File: src/inc/pdm_consts.vh
// constants of the process-data slot mapper: register map, signal ids, codes
// assumes inclusion by bare name from every design file of the block but the fifo
//
// Overview of operation
// - second encoder takes one control word, returns status word and two positions
// - drive config bit 12 enables encoder 2, taking effect after next reset
// - selector above zero picks a fixed layout: 1 speed, 101 positioning; any other nonzero value maps no word
// - selector zero means free layout driven by the slot map
// - older behaviour: words 1 to 4 fixed, words 5 to 16 mapped
// - newer behaviour: word 1 fixed, words 2 to 16 mapped
// - slot map holds a 16-bit id per slot, reset zero, effective at once
// - ids 50005 and 50007 are 16 and 32-bit speed setpoints
// - ids 50009 and 50013 are encoder 1 and encoder 2 control words
// - ids 50025 and 50026 are 32-bit deviation and gain factor
// - ids 50113 and 50117 are torque setpoint and crosslink control word
// - ids 50207 and 50209 are position reference and correction, positioning only
// - ids 50221 to 50229 are direct-input position, velocity, overrides, mode
`ifndef PDM_CONSTS_VH
`define PDM_CONSTS_VH
// ----------------------------------------------------------------
// register byte offsets
// ----------------------------------------------------------------
`define PDM_OFS_TELEGRAM  8'h00
`define PDM_OFS_DRV_CFG   8'h04
`define PDM_OFS_ENC_CFG   8'h08
`define PDM_OFS_CTRL      8'h0C
`define PDM_OFS_STATUS    8'h10
`define PDM_OFS_E2_STAT   8'h14
`define PDM_OFS_E2_POS1   8'h18
`define PDM_OFS_E2_POS2   8'h1C
`define PDM_OFS_MAP_BASE  8'h80
`define PDM_MAP_ENTRIES   17
`define PDM_DRV_ENC2_BIT  12
`define PDM_CTRL_POS_BIT  0
`define PDM_CTRL_NEW_BIT  1
`define PDM_CTRL_HOLD_BIT 2
`define PDM_CTRL_RST      3'h2
// ----------------------------------------------------------------
// telegram selector values and fixed slot counts
// ----------------------------------------------------------------
`define PDM_TEL_FREE      16'h0000
`define PDM_TEL_SPEED     16'h0001
`define PDM_TEL_POS       16'h0065
`define PDM_FIXED_OLD     4'h4
`define PDM_FIXED_NEW     4'h1
// ----------------------------------------------------------------
// signal ids
// ----------------------------------------------------------------
`define PDM_ID_NONE       16'h0000
`define PDM_ID_CTRL1      16'hC351
`define PDM_ID_SPEED16    16'hC355
`define PDM_ID_SPEED32    16'hC357
`define PDM_ID_ENC1_CW    16'hC359
`define PDM_ID_ENC2_CW    16'hC35D
`define PDM_ID_DEVIATION  16'hC369
`define PDM_ID_GAIN       16'hC36A
`define PDM_ID_EXT_TORQUE 16'hC3C1
`define PDM_ID_XLINK_CW   16'hC3C5
`define PDM_ID_EXT_POS    16'hC41F
`define PDM_ID_EXT_CORR   16'hC421
`define PDM_ID_DI_POS     16'hC42D
`define PDM_ID_DI_VEL     16'hC42F
`define PDM_ID_DI_ACC     16'hC431
`define PDM_ID_DI_DEC     16'hC433
`define PDM_ID_DI_MODE    16'hC435
// ----------------------------------------------------------------
// internal signal codes and operating-mode classes
// ----------------------------------------------------------------
`define PDM_SIG_W         4
`define PDM_SIG_NONE      4'h0
`define PDM_SIG_CTRL1     4'h1
`define PDM_SIG_SPEED16   4'h2
`define PDM_SIG_SPEED32   4'h3
`define PDM_SIG_ENC1_CW   4'h4
`define PDM_SIG_ENC2_CW   4'h5
`define PDM_SIG_DEVIATION 4'h6
`define PDM_SIG_GAIN      4'h7
`define PDM_SIG_EXT_TORQ  4'h8
`define PDM_SIG_XLINK_CW  4'h9
`define PDM_SIG_EXT_POS   4'hA
`define PDM_SIG_EXT_CORR  4'hB
`define PDM_SIG_DI_POS    4'hC
`define PDM_SIG_DI_VEL    4'hD
`define PDM_SIG_DI_ACC    4'hE
`define PDM_SIG_DI_DEC    4'hF
`define PDM_SIG_COUNT     17
`define PDM_SIG_DI_MODE   5'h10
`define PDM_MODE_ANY      2'h0
`define PDM_MODE_SPEED    2'h1
`define PDM_MODE_POS      2'h2
`define PDM_FIFO_DEPTH    8
`endif

File: src/hw/pdm_fifo.v
// synchronous fifo with valid/ready on both sides
// assumes one clock; full and empty derive from a stored occupancy count
`timescale 1ns/1ns
module pdm_fifo #(
	parameter W  = 20,
	parameter D  = 8,
	parameter AW = 3
) (
	input  wire          mclk,
	input  wire          rst,
	input  wire          ce,
	input  wire          in_valid,
	output wire          in_ready,
	input  wire [W-1:0]  in_data,
	output wire          out_valid,
	input  wire          out_ready,
	output reg  [W-1:0]  out_data,
	output reg  [AW:0]   level
);
	reg  [W-1:0]  mem [0:D-1];
	reg  [AW-1:0] wr_ptr_reg;
	reg  [AW-1:0] rd_ptr_reg;
	wire          push;
	wire          pop;

	assign in_ready  = (level != D[AW:0]);
	assign out_valid = (level != {(AW+1){1'b0}});
	assign push      = ce & in_valid & in_ready;
	assign pop       = ce & out_valid & out_ready;

	always @* begin
		out_data = mem[rd_ptr_reg];
	end

	always @(posedge mclk) begin
		if (push) begin
			mem[wr_ptr_reg] <= in_data;
		end
	end

	always @(posedge mclk) begin
		if (rst) begin
			wr_ptr_reg <= {AW{1'b0}};
			rd_ptr_reg <= {AW{1'b0}};
			level      <= {(AW+1){1'b0}};
		end else begin
			if (push) begin
				wr_ptr_reg <= (wr_ptr_reg == D[AW-1:0] - 1'b1) ? {AW{1'b0}} : wr_ptr_reg + 1'b1;
			end
			if (pop) begin
				rd_ptr_reg <= (rd_ptr_reg == D[AW-1:0] - 1'b1) ? {AW{1'b0}} : rd_ptr_reg + 1'b1;
			end
			if (push & ~pop) begin
				level <= level + 1'b1;
			end else if (pop & ~push) begin
				level <= level - 1'b1;
			end
		end
	end
endmodule

File: src/hw/pdm_sig_decode.v
// decodes a setpoint signal id into internal code, width and mode class
// assumes pure combinational use by the mapper
`timescale 1ns/1ns
`include "pdm_consts.vh"
module pdm_sig_decode (
	input  wire [15:0] sig_id,
	output reg  [4:0]  sig_code,
	output reg         sig_is32,
	output reg  [1:0]  sig_mode
);
	always @* begin
		sig_code = {1'b0, `PDM_SIG_NONE};
		sig_is32 = 1'b0;
		sig_mode = `PDM_MODE_ANY;
		case (sig_id)
		`PDM_ID_CTRL1: begin
			sig_code = {1'b0, `PDM_SIG_CTRL1};
		end
		`PDM_ID_SPEED16: begin
			sig_code = {1'b0, `PDM_SIG_SPEED16};
			sig_mode = `PDM_MODE_SPEED;
		end
		`PDM_ID_SPEED32: begin
			sig_code = {1'b0, `PDM_SIG_SPEED32};
			sig_is32 = 1'b1;
			sig_mode = `PDM_MODE_SPEED;
		end
		`PDM_ID_ENC1_CW: begin
			sig_code = {1'b0, `PDM_SIG_ENC1_CW};
			sig_mode = `PDM_MODE_SPEED;
		end
		`PDM_ID_ENC2_CW: begin
			sig_code = {1'b0, `PDM_SIG_ENC2_CW};
			sig_mode = `PDM_MODE_SPEED;
		end
		`PDM_ID_DEVIATION, `PDM_ID_GAIN: begin
			sig_code = (sig_id == `PDM_ID_GAIN) ? {1'b0, `PDM_SIG_GAIN} :
				{1'b0, `PDM_SIG_DEVIATION};
			sig_is32 = 1'b1;
			sig_mode = `PDM_MODE_SPEED;
		end
		`PDM_ID_EXT_TORQUE: begin
			sig_code = {1'b0, `PDM_SIG_EXT_TORQ};
		end
		`PDM_ID_XLINK_CW: begin
			sig_code = {1'b0, `PDM_SIG_XLINK_CW};
			sig_mode = `PDM_MODE_POS;
		end
		`PDM_ID_EXT_POS, `PDM_ID_EXT_CORR: begin
			sig_code = (sig_id == `PDM_ID_EXT_POS) ? {1'b0, `PDM_SIG_EXT_POS} :
				{1'b0, `PDM_SIG_EXT_CORR};
			sig_is32 = 1'b1;
			sig_mode = `PDM_MODE_POS;
		end
		`PDM_ID_DI_POS, `PDM_ID_DI_VEL: begin
			sig_code = (sig_id == `PDM_ID_DI_POS) ? {1'b0, `PDM_SIG_DI_POS} :
				{1'b0, `PDM_SIG_DI_VEL};
			sig_is32 = 1'b1;
			sig_mode = `PDM_MODE_POS;
		end
		`PDM_ID_DI_ACC, `PDM_ID_DI_DEC, `PDM_ID_DI_MODE: begin
			sig_code = (sig_id == `PDM_ID_DI_ACC) ? {1'b0, `PDM_SIG_DI_ACC} :
				(sig_id == `PDM_ID_DI_DEC) ? {1'b0, `PDM_SIG_DI_DEC} :
				`PDM_SIG_DI_MODE;
			sig_mode = `PDM_MODE_POS;
		end
		default: begin
			sig_code = {1'b0, `PDM_SIG_NONE};
		end
		endcase
	end
endmodule

File: src/hw/pdm_slot_mapper.v
// maps received setpoint process-data words onto internal drive signals
// assumes words arrive from same-clock fieldbus logic, one slot index each,
// slot 0 being the first word of the telegram; software uses Avalon-MM
//
// Local design decisions: the address map and the Avalon-MM interface to the registers.
`timescale 1ns/1ns
`include "pdm_consts.vh"
module pdm_slot_mapper #(
	parameter FIFO_DEPTH = `PDM_FIFO_DEPTH,
	parameter FIFO_AW    = 3
) (
	input  wire        mclk,
	input  wire        rst,
	input  wire        ce,
	input  wire [7:0]  avs_address,
	input  wire        avs_read,
	input  wire        avs_write,
	input  wire [31:0] avs_writedata,
	output reg  [31:0] avs_readdata,
	output wire        avs_waitrequest,
	input  wire        rx_valid,
	output wire        rx_ready,
	input  wire [3:0]  rx_slot,
	input  wire [15:0] rx_word,
	input  wire [15:0] enc2_status_word,
	input  wire [31:0] enc2_position_value1,
	input  wire [31:0] enc2_position_value2,
	output wire        enc2_active,
	output wire        positioning_mode,
	output wire [15:0] encoder_config_word,
	output reg         sig_update,
	output reg  [4:0]  sig_code,
	output wire [15:0] control_word1,
	output wire [15:0] speed_setpoint16,
	output wire [31:0] speed_setpoint32,
	output wire [15:0] enc1_control_word,
	output wire [15:0] enc2_control_word,
	output wire [31:0] system_deviation,
	output wire [31:0] position_gain_factor,
	output wire [15:0] external_torque_setpoint,
	output wire [15:0] crosslink_control_word,
	output wire [31:0] external_position_reference,
	output wire [31:0] external_position_correction,
	output wire [31:0] direct_target_position,
	output wire [31:0] direct_target_velocity,
	output wire [15:0] direct_accel_override,
	output wire [15:0] direct_decel_override,
	output wire [15:0] direct_input_mode
);
	// ----------------------------------------------------------------
	// registers
	// ----------------------------------------------------------------
	reg  [15:0]        telegram_selector_reg;
	reg  [15:0]        drive_config_word_reg = 16'h0000;
	reg  [15:0]        encoder_config_word_reg;
	reg  [2:0]         ctrl_reg;
	reg  [15:0]        setpoint_slot_map [0:`PDM_MAP_ENTRIES-1];
	reg                enc2_active_reg;
	reg                boot_reg;
	reg                ack_reg;
	reg  [31:0]        sig_reg [1:`PDM_SIG_COUNT-1];
	reg                hold_valid_reg;
	reg  [3:0]         hold_slot_reg;
	reg  [4:0]         hold_code_reg;
	reg  [15:0]        hold_word_reg;
	reg  [31:0]        rd_next;
	reg  [15:0]        eff_id;
	wire               req;
	wire               wr_take;
	wire               map_hit;
	wire [4:0]         map_idx;
	wire               f_valid;
	wire               f_ready;
	wire [19:0]        f_data;
	wire [FIFO_AW:0]   f_level;
	wire [3:0]         f_slot;
	wire [15:0]        f_word;
	wire [4:0]         dec_code;
	wire               dec_is32;
	wire [1:0]         dec_mode;
	wire               mode_ok;
	wire               apply;
	wire               pair_ok;
	integer            i;
	integer            j;

	assign req      = avs_read | avs_write;
	assign avs_waitrequest = req & ~(ack_reg & ce);
	assign wr_take  = ce & avs_write & ack_reg;
	assign map_hit  = avs_address[7] & (avs_address[6:2] < `PDM_MAP_ENTRIES);
	assign map_idx  = avs_address[6:2];

	// ----------------------------------------------------------------
	// avalon slave: one wait cycle, then the access completes
	// ----------------------------------------------------------------
	always @(posedge mclk) begin
		if (rst) begin
			ack_reg <= 1'b0;
		end else if (ce) begin
			ack_reg <= req & ~ack_reg;
		end
	end

	always @* begin
		rd_next = 32'h00000000;
		if (map_hit) begin
			rd_next = {16'h0000, setpoint_slot_map[map_idx]};
		end else begin
			case (avs_address)
			`PDM_OFS_TELEGRAM: rd_next = {16'h0000, telegram_selector_reg};
			`PDM_OFS_DRV_CFG:  rd_next = {16'h0000, drive_config_word_reg};
			`PDM_OFS_ENC_CFG:  rd_next = {16'h0000, encoder_config_word_reg};
			`PDM_OFS_CTRL:     rd_next = {29'h00000000, ctrl_reg};
			`PDM_OFS_STATUS:   rd_next = {23'h000000, f_level, 4'h0, enc2_active_reg};
			`PDM_OFS_E2_STAT:  rd_next = enc2_active_reg ?
				{16'h0000, enc2_status_word} : 32'h00000000;
			`PDM_OFS_E2_POS1:  rd_next = enc2_active_reg ?
				enc2_position_value1 : 32'h00000000;
			`PDM_OFS_E2_POS2:  rd_next = enc2_active_reg ?
				enc2_position_value2 : 32'h00000000;
			default:           rd_next = 32'h00000000;
			endcase
		end
	end

	always @(posedge mclk) begin
		if (rst) begin
			avs_readdata <= 32'h00000000;
		end else if (ce & avs_read & ~ack_reg) begin
			avs_readdata <= rd_next;
		end
	end

	always @(posedge mclk) begin
		if (rst) begin
			telegram_selector_reg   <= `PDM_TEL_FREE;
			encoder_config_word_reg <= 16'h0000;
			ctrl_reg                <= `PDM_CTRL_RST;
			for (i = 0; i < `PDM_MAP_ENTRIES; i = i + 1) begin
				setpoint_slot_map[i] <= `PDM_ID_NONE;
			end
		end else if (wr_take) begin
			if (map_hit) begin
				setpoint_slot_map[map_idx] <= avs_writedata[15:0];
			end else begin
				case (avs_address)
				`PDM_OFS_TELEGRAM: telegram_selector_reg   <= avs_writedata[15:0];
				`PDM_OFS_ENC_CFG:  encoder_config_word_reg <= avs_writedata[15:0];
				`PDM_OFS_CTRL:     ctrl_reg                <= avs_writedata[2:0];
				default: begin
				end
				endcase
			end
		end
	end

	// ----------------------------------------------------------------
	// drive config survives reset; encoder 2 enable is caught at boot
	// ----------------------------------------------------------------
	always @(posedge mclk) begin
		if (wr_take & ~map_hit & (avs_address == `PDM_OFS_DRV_CFG)) begin
			drive_config_word_reg <= avs_writedata[15:0];
		end
	end

	always @(posedge mclk) begin
		if (rst) begin
			boot_reg        <= 1'b1;
			enc2_active_reg <= 1'b0;
		end else if (ce & boot_reg) begin
			boot_reg        <= 1'b0;
			enc2_active_reg <= drive_config_word_reg[`PDM_DRV_ENC2_BIT];
		end
	end

	assign enc2_active         = enc2_active_reg;
	assign positioning_mode    = ctrl_reg[`PDM_CTRL_POS_BIT];
	assign encoder_config_word = encoder_config_word_reg;

	// ----------------------------------------------------------------
	// word buffer between fieldbus and mapper
	// ----------------------------------------------------------------
	pdm_fifo #(
		.W  (20),
		.D  (FIFO_DEPTH),
		.AW (FIFO_AW)
	) u_fifo (
		.mclk      (mclk),
		.rst       (rst),
		.ce        (ce),
		.in_valid  (rx_valid),
		.in_ready  (rx_ready),
		.in_data   ({rx_slot, rx_word}),
		.out_valid (f_valid),
		.out_ready (f_ready),
		.out_data  (f_data),
		.level     (f_level)
	);

	assign f_slot  = f_data[19:16];
	assign f_word  = f_data[15:0];
	assign f_ready = ~ctrl_reg[`PDM_CTRL_HOLD_BIT];

	// ----------------------------------------------------------------
	// effective signal id of the slot being drained
	// ----------------------------------------------------------------
	always @* begin
		eff_id = `PDM_ID_NONE;
		case (telegram_selector_reg)
		`PDM_TEL_FREE: begin
			if (ctrl_reg[`PDM_CTRL_NEW_BIT]) begin
				if (f_slot < `PDM_FIXED_NEW) begin
					eff_id = `PDM_ID_CTRL1;
				end else begin
					eff_id = setpoint_slot_map[{1'b0, f_slot} + 5'h01];
				end
			end else begin
				case (f_slot)
				4'h0: eff_id = `PDM_ID_CTRL1;
				4'h1: eff_id = `PDM_ID_SPEED16;
				4'h2: eff_id = `PDM_ID_ENC1_CW;
				4'h3: eff_id = `PDM_ID_ENC2_CW;
				default: eff_id = setpoint_slot_map[{1'b0, f_slot} + 5'h01];
				endcase
			end
		end
		`PDM_TEL_SPEED: begin
			case (f_slot)
			4'h0: eff_id = `PDM_ID_CTRL1;
			4'h1: eff_id = `PDM_ID_SPEED16;
			default: eff_id = `PDM_ID_NONE;
			endcase
		end
		`PDM_TEL_POS: begin
			case (f_slot)
			4'h0: eff_id = `PDM_ID_CTRL1;
			4'h1: eff_id = ctrl_reg[`PDM_CTRL_POS_BIT] ? `PDM_ID_XLINK_CW : `PDM_ID_SPEED16;
			default: eff_id = `PDM_ID_NONE;
			endcase
		end
		default: begin
			eff_id = `PDM_ID_NONE;
		end
		endcase
	end

	pdm_sig_decode u_decode (
		.sig_id   (eff_id),
		.sig_code (dec_code),
		.sig_is32 (dec_is32),
		.sig_mode (dec_mode)
	);

	assign mode_ok = (dec_mode == `PDM_MODE_ANY) |
		((dec_mode == `PDM_MODE_POS) == ctrl_reg[`PDM_CTRL_POS_BIT]);
	assign apply   = ce & f_valid & f_ready & (dec_code != {1'b0, `PDM_SIG_NONE}) & mode_ok &
		((dec_code != {1'b0, `PDM_SIG_ENC2_CW}) | enc2_active_reg);
	assign pair_ok = hold_valid_reg & (hold_code_reg == dec_code) &
		(hold_slot_reg + 4'h1 == f_slot);

	// ----------------------------------------------------------------
	// mapping: 16-bit words land at once, 32-bit pairs high word first
	// ----------------------------------------------------------------
	always @(posedge mclk) begin
		if (rst) begin
			hold_valid_reg <= 1'b0;
			hold_slot_reg  <= 4'h0;
			hold_code_reg  <= 5'h00;
			hold_word_reg  <= 16'h0000;
			sig_update     <= 1'b0;
			sig_code       <= 5'h00;
			for (j = 1; j < `PDM_SIG_COUNT; j = j + 1) begin
				sig_reg[j] <= 32'h00000000;
			end
		end else if (ce) begin
			sig_update <= 1'b0;
			if (f_valid & f_ready) begin
				hold_valid_reg <= 1'b0;
				if (apply & dec_is32 & ~pair_ok) begin
					hold_valid_reg <= 1'b1;
					hold_slot_reg  <= f_slot;
					hold_code_reg  <= dec_code;
					hold_word_reg  <= f_word;
				end else if (apply & dec_is32) begin
					sig_reg[dec_code] <= {hold_word_reg, f_word};
					sig_update        <= 1'b1;
					sig_code          <= dec_code;
				end else if (apply) begin
					sig_reg[dec_code] <= {16'h0000, f_word};
					sig_update        <= 1'b1;
					sig_code          <= dec_code;
				end
			end
		end
	end

	assign control_word1                = sig_reg[`PDM_SIG_CTRL1][15:0];
	assign speed_setpoint16             = sig_reg[`PDM_SIG_SPEED16][15:0];
	assign speed_setpoint32             = sig_reg[`PDM_SIG_SPEED32];
	assign enc1_control_word            = sig_reg[`PDM_SIG_ENC1_CW][15:0];
	assign enc2_control_word            = sig_reg[`PDM_SIG_ENC2_CW][15:0];
	assign system_deviation             = sig_reg[`PDM_SIG_DEVIATION];
	assign position_gain_factor         = sig_reg[`PDM_SIG_GAIN];
	assign external_torque_setpoint     = sig_reg[`PDM_SIG_EXT_TORQ][15:0];
	assign crosslink_control_word       = sig_reg[`PDM_SIG_XLINK_CW][15:0];
	assign external_position_reference  = sig_reg[`PDM_SIG_EXT_POS];
	assign external_position_correction = sig_reg[`PDM_SIG_EXT_CORR];
	assign direct_target_position       = sig_reg[`PDM_SIG_DI_POS];
	assign direct_target_velocity       = sig_reg[`PDM_SIG_DI_VEL];
	assign direct_accel_override        = sig_reg[`PDM_SIG_DI_ACC][15:0];
	assign direct_decel_override        = sig_reg[`PDM_SIG_DI_DEC][15:0];
	assign direct_input_mode            = sig_reg[`PDM_SIG_DI_MODE][15:0];
endmodule

File: config.mk
export PLATFORM = sky130hd
export DESIGN_NAME = pdm_slot_mapper
export DESIGN_NICKNAME = d
export VERILOG_FILES = /design/src/hw/pdm_fifo.v /design/src/hw/pdm_sig_decode.v /design/src/hw/pdm_slot_mapper.v
export VERILOG_INCLUDE_DIRS = /design/src /design/src/inc
export SDC_FILE = /design/constraint.sdc
export NUM_CORES = 2
export LEC_CHECK = 0
export BUFFER_PORTS_ARGS = -buffer_cell sky130_fd_sc_hd__buf_2
export CAP_MARGIN = 20
export CORE_ASPECT_RATIO = 2
export CORE_MARGIN = 5
export CORE_UTILIZATION = 45
export CTS_CLUSTER_SIZE = 20
export DETAILED_ROUTE_END_ITERATION = 16
export GPL_ROUTABILITY_DRIVEN = 0
export SYNTH_ARGS = -nofsm -noshare
export SYNTH_HDL_FRONTEND = slang
export SYNTH_SLANG_ARGS = --single-unit
File: constraint.sdc
create_clock -name mclk -period 23 [get_ports mclk]
set_input_delay 3.45 -clock mclk [delete_from_list [all_inputs] [get_ports mclk]]
set_output_delay 3.45 -clock mclk [all_outputs]
set_load 0.01 [all_outputs]
======== Yosys cells after proc, flatten, opt, wreduce, memory -nomap -nowiden ========
Memories as Yosys holds them, arrays and structs flattened. A register that Yosys moved wholly into a read port is not among the register bits.
Cells that the tools add are included.
storage, ports and cells
  register bits ........................... 128
  bits in latches ......................... 0
  bits in writable memories ............... 944
  ROM bits ................................ 0
  input bits .............................. 146
  output and inout bits ................... 426
  logic and storage cells ................. 184
  memories kept ........................... 3
memories
  memory             depth  bits a word  read ports  clocked after Yosys merged registers in  wr ports  line                  RTL
  sig_reg            16     32           16          0                                        16        pdm_slot_mapper.v:61  reg [31:0] sig_reg [1:`PDM_SIG_COUNT-1];
  setpoint_slot_map  17     16           2           0                                        17        pdm_slot_mapper.v:57  reg [15:0] setpoint_slot_map [0:`PDM_MAP_ENTRIES-1];
  u_fifo.mem         8      20           1           1                                        1         pdm_fifo.v:20         reg [W-1:0] mem [0:D-1];
operators by class
  $add $sub $neg .......................... 6
  multipliers ............................. 0
  div/mod/pow operators ................... 0
  magnitude comparators ................... 2
  equality and inequality tests ........... 36
  shifts and indexed selects .............. 0
  muxes and demuxes ....................... 60
  bitwise operators ....................... 37
  reductions and logical operators ........ 23
operators by type and width
  operator                                         count
  == test 16 bit (second input constant)           16
  case mux 32 bit (8 select lines)                 1
  2-to-1 mux 32 bit                                5
  2-to-1 mux 16 bit                                4
  case mux 16 bit (2 select lines)                 2
  case mux 16 bit (4 select lines)                 1
  case mux 5 bit (11 select lines)                 1
  case mux 16 bit (3 select lines)                 1
  == test 8 x 5 -> 1 bit (second input constant)   4
  OR reduction 32 bit                              1
  2-to-1 mux 1 bit                                 31
  2-to-1 mux 5 bit                                 6
  bitwise AND 1 bit                                25
  == test 16 x 1 -> 1 bit (second input constant)  1
  == test 16 x 7 -> 1 bit (second input constant)  1
  == test 8 x 4 -> 1 bit (second input constant)   2
  zero test 16 bit                                 1
  OR reduction 16 bit                              1
  2-to-1 mux 3 bit                                 4
  AND reduction 3 bit                              4
  adder 4 x 1 -> 4 bit (second input constant)     2
  == test 4 x 2 -> 1 bit (second input constant)   2
  == test 8 x 3 -> 1 bit (second input constant)   1
  zero test 8 bit                                  1
  other kinds (30)                                 46

======== Logic depth before layout (Yosys ltp) ========
An unclocked memory read counts as a cell.
  word-level depth ........................ 23
  depth in mapped cells ................... 35

======== Modules after synthesis ========
A second synthesis with hierarchy kept.
second synthesis, totals
  cell total of the unflattened synthesis .. 3153
  area total of the unflattened synthesis .. 50546.0 um^2
modules (own cells, without submodules)
  module           times used  cells each  area an instance (um^2)  seq. area each (um^2)
  pdm_slot_mapper  1           2792        43493.0                  28947.8
  pdm_fifo         1           306         6670.1                   5064.9
  pdm_sig_decode   1           55          382.9                    0.0

======== Worst setup path before layout ========
Ideal clock, no wire load.
  path kind ............................... register -> register
  start point ............................. register with a tool-made name
  end point ............................... memory sig_reg[1][0], enable pin
  setup time .............................. 0.392 ns
  arrival ................................. 7.169 ns
  data required time ...................... 22.608 ns
  setup slack ............................. 15.439 ns
  stages on the path, launching flop included .. 29
  clock period less this slack ............ 7.561 ns
  cell sequence ........................... dfxtp_1 -> mux2_2 -> o22a_1 -> buf_2 -> nand2_4 -> clkbuf_1 -> clkbuf_1 -> ha_1 -> buf_2 -> buf_2 -> buf_1 -> buf_2 -> clkbuf_1 -> buf_2 -> mux4_2 -> a22oi_1 -> a21oi_1 -> o21bai_1 -> a211o_1 -> nor2b_1 -> inv_1 -> o21ai_1 -> xnor2_1 -> a41o_1 -> buf_2 -> buf_4 -> buf_2 -> nand3_1 -> o21bai_1
RTL lines
  item              line
  end: declaration  pdm_slot_mapper.v:61

==> flow_summary.ini <==
[yosys]
ys_ff_latch = 1171
synth_ff_type = edfxtp_1
synth.top_cells.by_area = edfxtp_1 62%, mux4_2 9.3%, dfxtp_1 4.5%, and2_1 3.3%, nor2_1 2.8%
synth_compound_area_share_pct = 6.674
synth.avg_cell_area_sq_um = 14.61
synth.yosys.seq_area_share_pct = 66.35
synth-simple-area-share_pct = 12.09
synth_edf_count = 1056
synthAdderAreaFrac_pct = 0.3564
muxShareOfSynthArea_pct = 11.75
synthesis.area_sq_um = 51260
yosysTopAreaCell = edfxtp_1
syn_inst = 3508
synth_top_family_by_area = simple AND/OR/NAND/NOR gates
synth-async-reset-ratio_pct = 0
synth_top_area_share_pct = 61.86
synth_xor_area_share_pct = 0.4247
ys_types = 101
yosysWarnings = 0

[final_layout]
final_cell_mix = 1056 x edfxtp_1, 553 x buf_2, 369 x nor2_1
area_delta_synth_final_pct = 17.07
fin_nets = 4401
largest_reg_flops = 512
fillers = 9594
final_cells = 5835
layout-drive-gt1-share_pct = 27.08
final_common_cell = edfxtp_1
final_util_pct = 52.91

[clock_tree]
htreeDepth = 3
cts_hold_buffers = 0
cts_buffer_depth = 3
cts_setup_buffers = 0
clock_latency_ns = 0.74
cts_tree = done
clk_pin_slew_ns = 0.06
cts.sinks = 1171
cts_buffers = 101
clockRootBuffer = clkbuf_16
cts_resized = 0

[worst_setup_path]
required_ns = 23.34
cp-end-kind = flip-flop
critPathMaxFanout = 41
crit_path_start_kind = flip-flop
path_class = flip-flop to flip-flop
cp.arrival_ns = 11.64

[global_routing]
use_met1_pct = 29.84
globalRouteTotalUtil_pct = 28.74
grt-busiest-layer = met2
gr-total-overflow = 0
grt_max_degree = 101
grt_pass1_vias = 34550
grt_use_met3_pct = 5.831
antenna_found_initial = 14
grt_pass1_wl_mm = 251.3
grt_util_met2_pct = 52.17

[floorplan]
die_height_um = 487.3
std_cell_rows = 175
boundaryPins = 572
core-area_sq_um = 113400
dieArea_sq_um = 121200
start_util_pct = 45.19
die_x_um = 248.7

[run]
cap_violations = 0

[drt]
dr.pass1.iters = 7
via_count = 34481
ant_nets = 0
drt_iter0_markers = 3439
wl_per_cell_um = 30.66
drcViolationCount = 0
wl_mm = 178.9
vias_per_cell = 5.909

[min_path]
hp-class = flip-flop to flip-flop

[timing]
worstMarginPinSlew_ns = 1.200
finalSetupViolCount = 0
fin_skew_ns = 0.02911
rsz0062_at_grt = false
drv_slew = 0
period_minus_slack_ns = 11.30
fin_tns_setup_ns = 0
slew_headroom_pct = 19.97
final_hold_viol_count = 0
hold_ws_ns = 0.4627
max_freq_mhz = 88.49
fin_crit_sh_pct = 49.13

[power]
ir_drop_uv = 65.66
power_leakage_nw = 22.44
power_density_nw_per_um2 = 92.08

[place]
dp_hpwl_mm = 129.6
port-buffer-count = 555
dp_cells = 5640

[status]
status = complete, no violations
-- metal layers --
layer  wire length [um]  vias to the layer above  share of wire, %
li1                   -                    14738                 -
met1              56700                    17338                32
met2              93830                     1866                52
met3              13730                      529               7.7
met4              14580                       10               8.1
met5                 77                        -             0.043
-- critical path, cell delays in order, from the launching register on --
cell       delay, ns
dfxtp_2         0.31
buf_4           0.49
nand2b_1        0.21
o22a_1          0.45
nand2_4         0.43
inv_4           0.66
ha_1            0.92
nand3_1         0.86
nand2_1         0.75
o221ai_1        0.22
a221oi_1        1.05
a31o_2          0.30
nand4b_1        0.43
or4_1           0.73
o2111ai_1       0.12
a21oi_1         0.17
a21oi_2         0.84
and2_0          0.88
a21o_2          0.96
-- synth_stat cells (all sizes together), types with 10 or more instances --
library cell	n
mux4	212
nor4	11
dfxtp	115
a221oi	12
mux2i	87
a31oi	11
mux2	33
and3	127
o21ai	45
a211oi	10
nand4	23
a21o	11
edfxtp	1056
nand2b	15
or3	28
inv	17
ha	13
a311oi	29
o22ai	16
nor2	394
clkbuf	150
buf	105
and2	273
nand3	31
a41oi	11
nand2	185
xnor2	15
a22o	22
a2111oi	12
a21oi	120
or2	19
nor3	75
a22oi	109
-- path summary, 6_finish.rpt --
kind	start	cells past startpoint	to	slack, ns
max	flip-flop	18	sig_reg[7][9]$_SDFFCE_PN0P_	11.70
min reg2reg	hold_valid_reg$_SDFFE_PP0P_	2	hold_valid_reg$_SDFFE_PP0P_	0.46
max reg2reg	flip-flop	18	sig_reg[7][9]$_SDFFCE_PN0P_	11.70
min	hold_valid_reg$_SDFFE_PP0P_	2	hold_valid_reg$_SDFFE_PP0P_	0.46
-- through the flow --
stage	cell area [sq um]	setup WS, ns	total power, mW
after CTS	59970	11.83	5.527
after detailed placement	56670	11.88	3.827
after floorplan	52160	15.44	3.293
final	60010	11.70	5.526
after global routing	60000	11.50	5.683
after global placement	56640	12.00	3.815
-- power by group --
part / switching, mW / total, mW / internal [mW] / leakage [nW]
Clock: 0.803 / 1.72 / 0.919 / 1.59
Combinational: 0.909 / 1.36 / 0.448 / 9.36
Sequential: 0.0423 / 2.45 / 2.40 / 11.5
-- layout make-up --
class | count | area [sq um] | area share [%]
repair buffers | 646 | 3516 | 5.859
well taps | 1504 | 1882 | 3.136
flip-flops and latches | 1171 | 34020 | 56.69
multi-input cells | 2304 | 17210 | 28.69
inverters | 17 | 66.31 | 0.1105
clock inverters | 52 | 553.0 | 0.9216
clock buffers | 135 | 2746 | 4.577
diodes | 6 | 15.01 | 0.02502
-- cells by family (layout without fill, tap and decap cells) --
logic type	after synthesis	after routing
xor gates and xnor gates	21	21
other	1	246
adders and majority gates	14	14
muxes	332	332
DFF	1171	1171
AOI/OAI and AO/OA	478	478
and+or+nand+nor	1219	1219
buffers and inverters	272	850
Power figures use the tool's default switching activity.
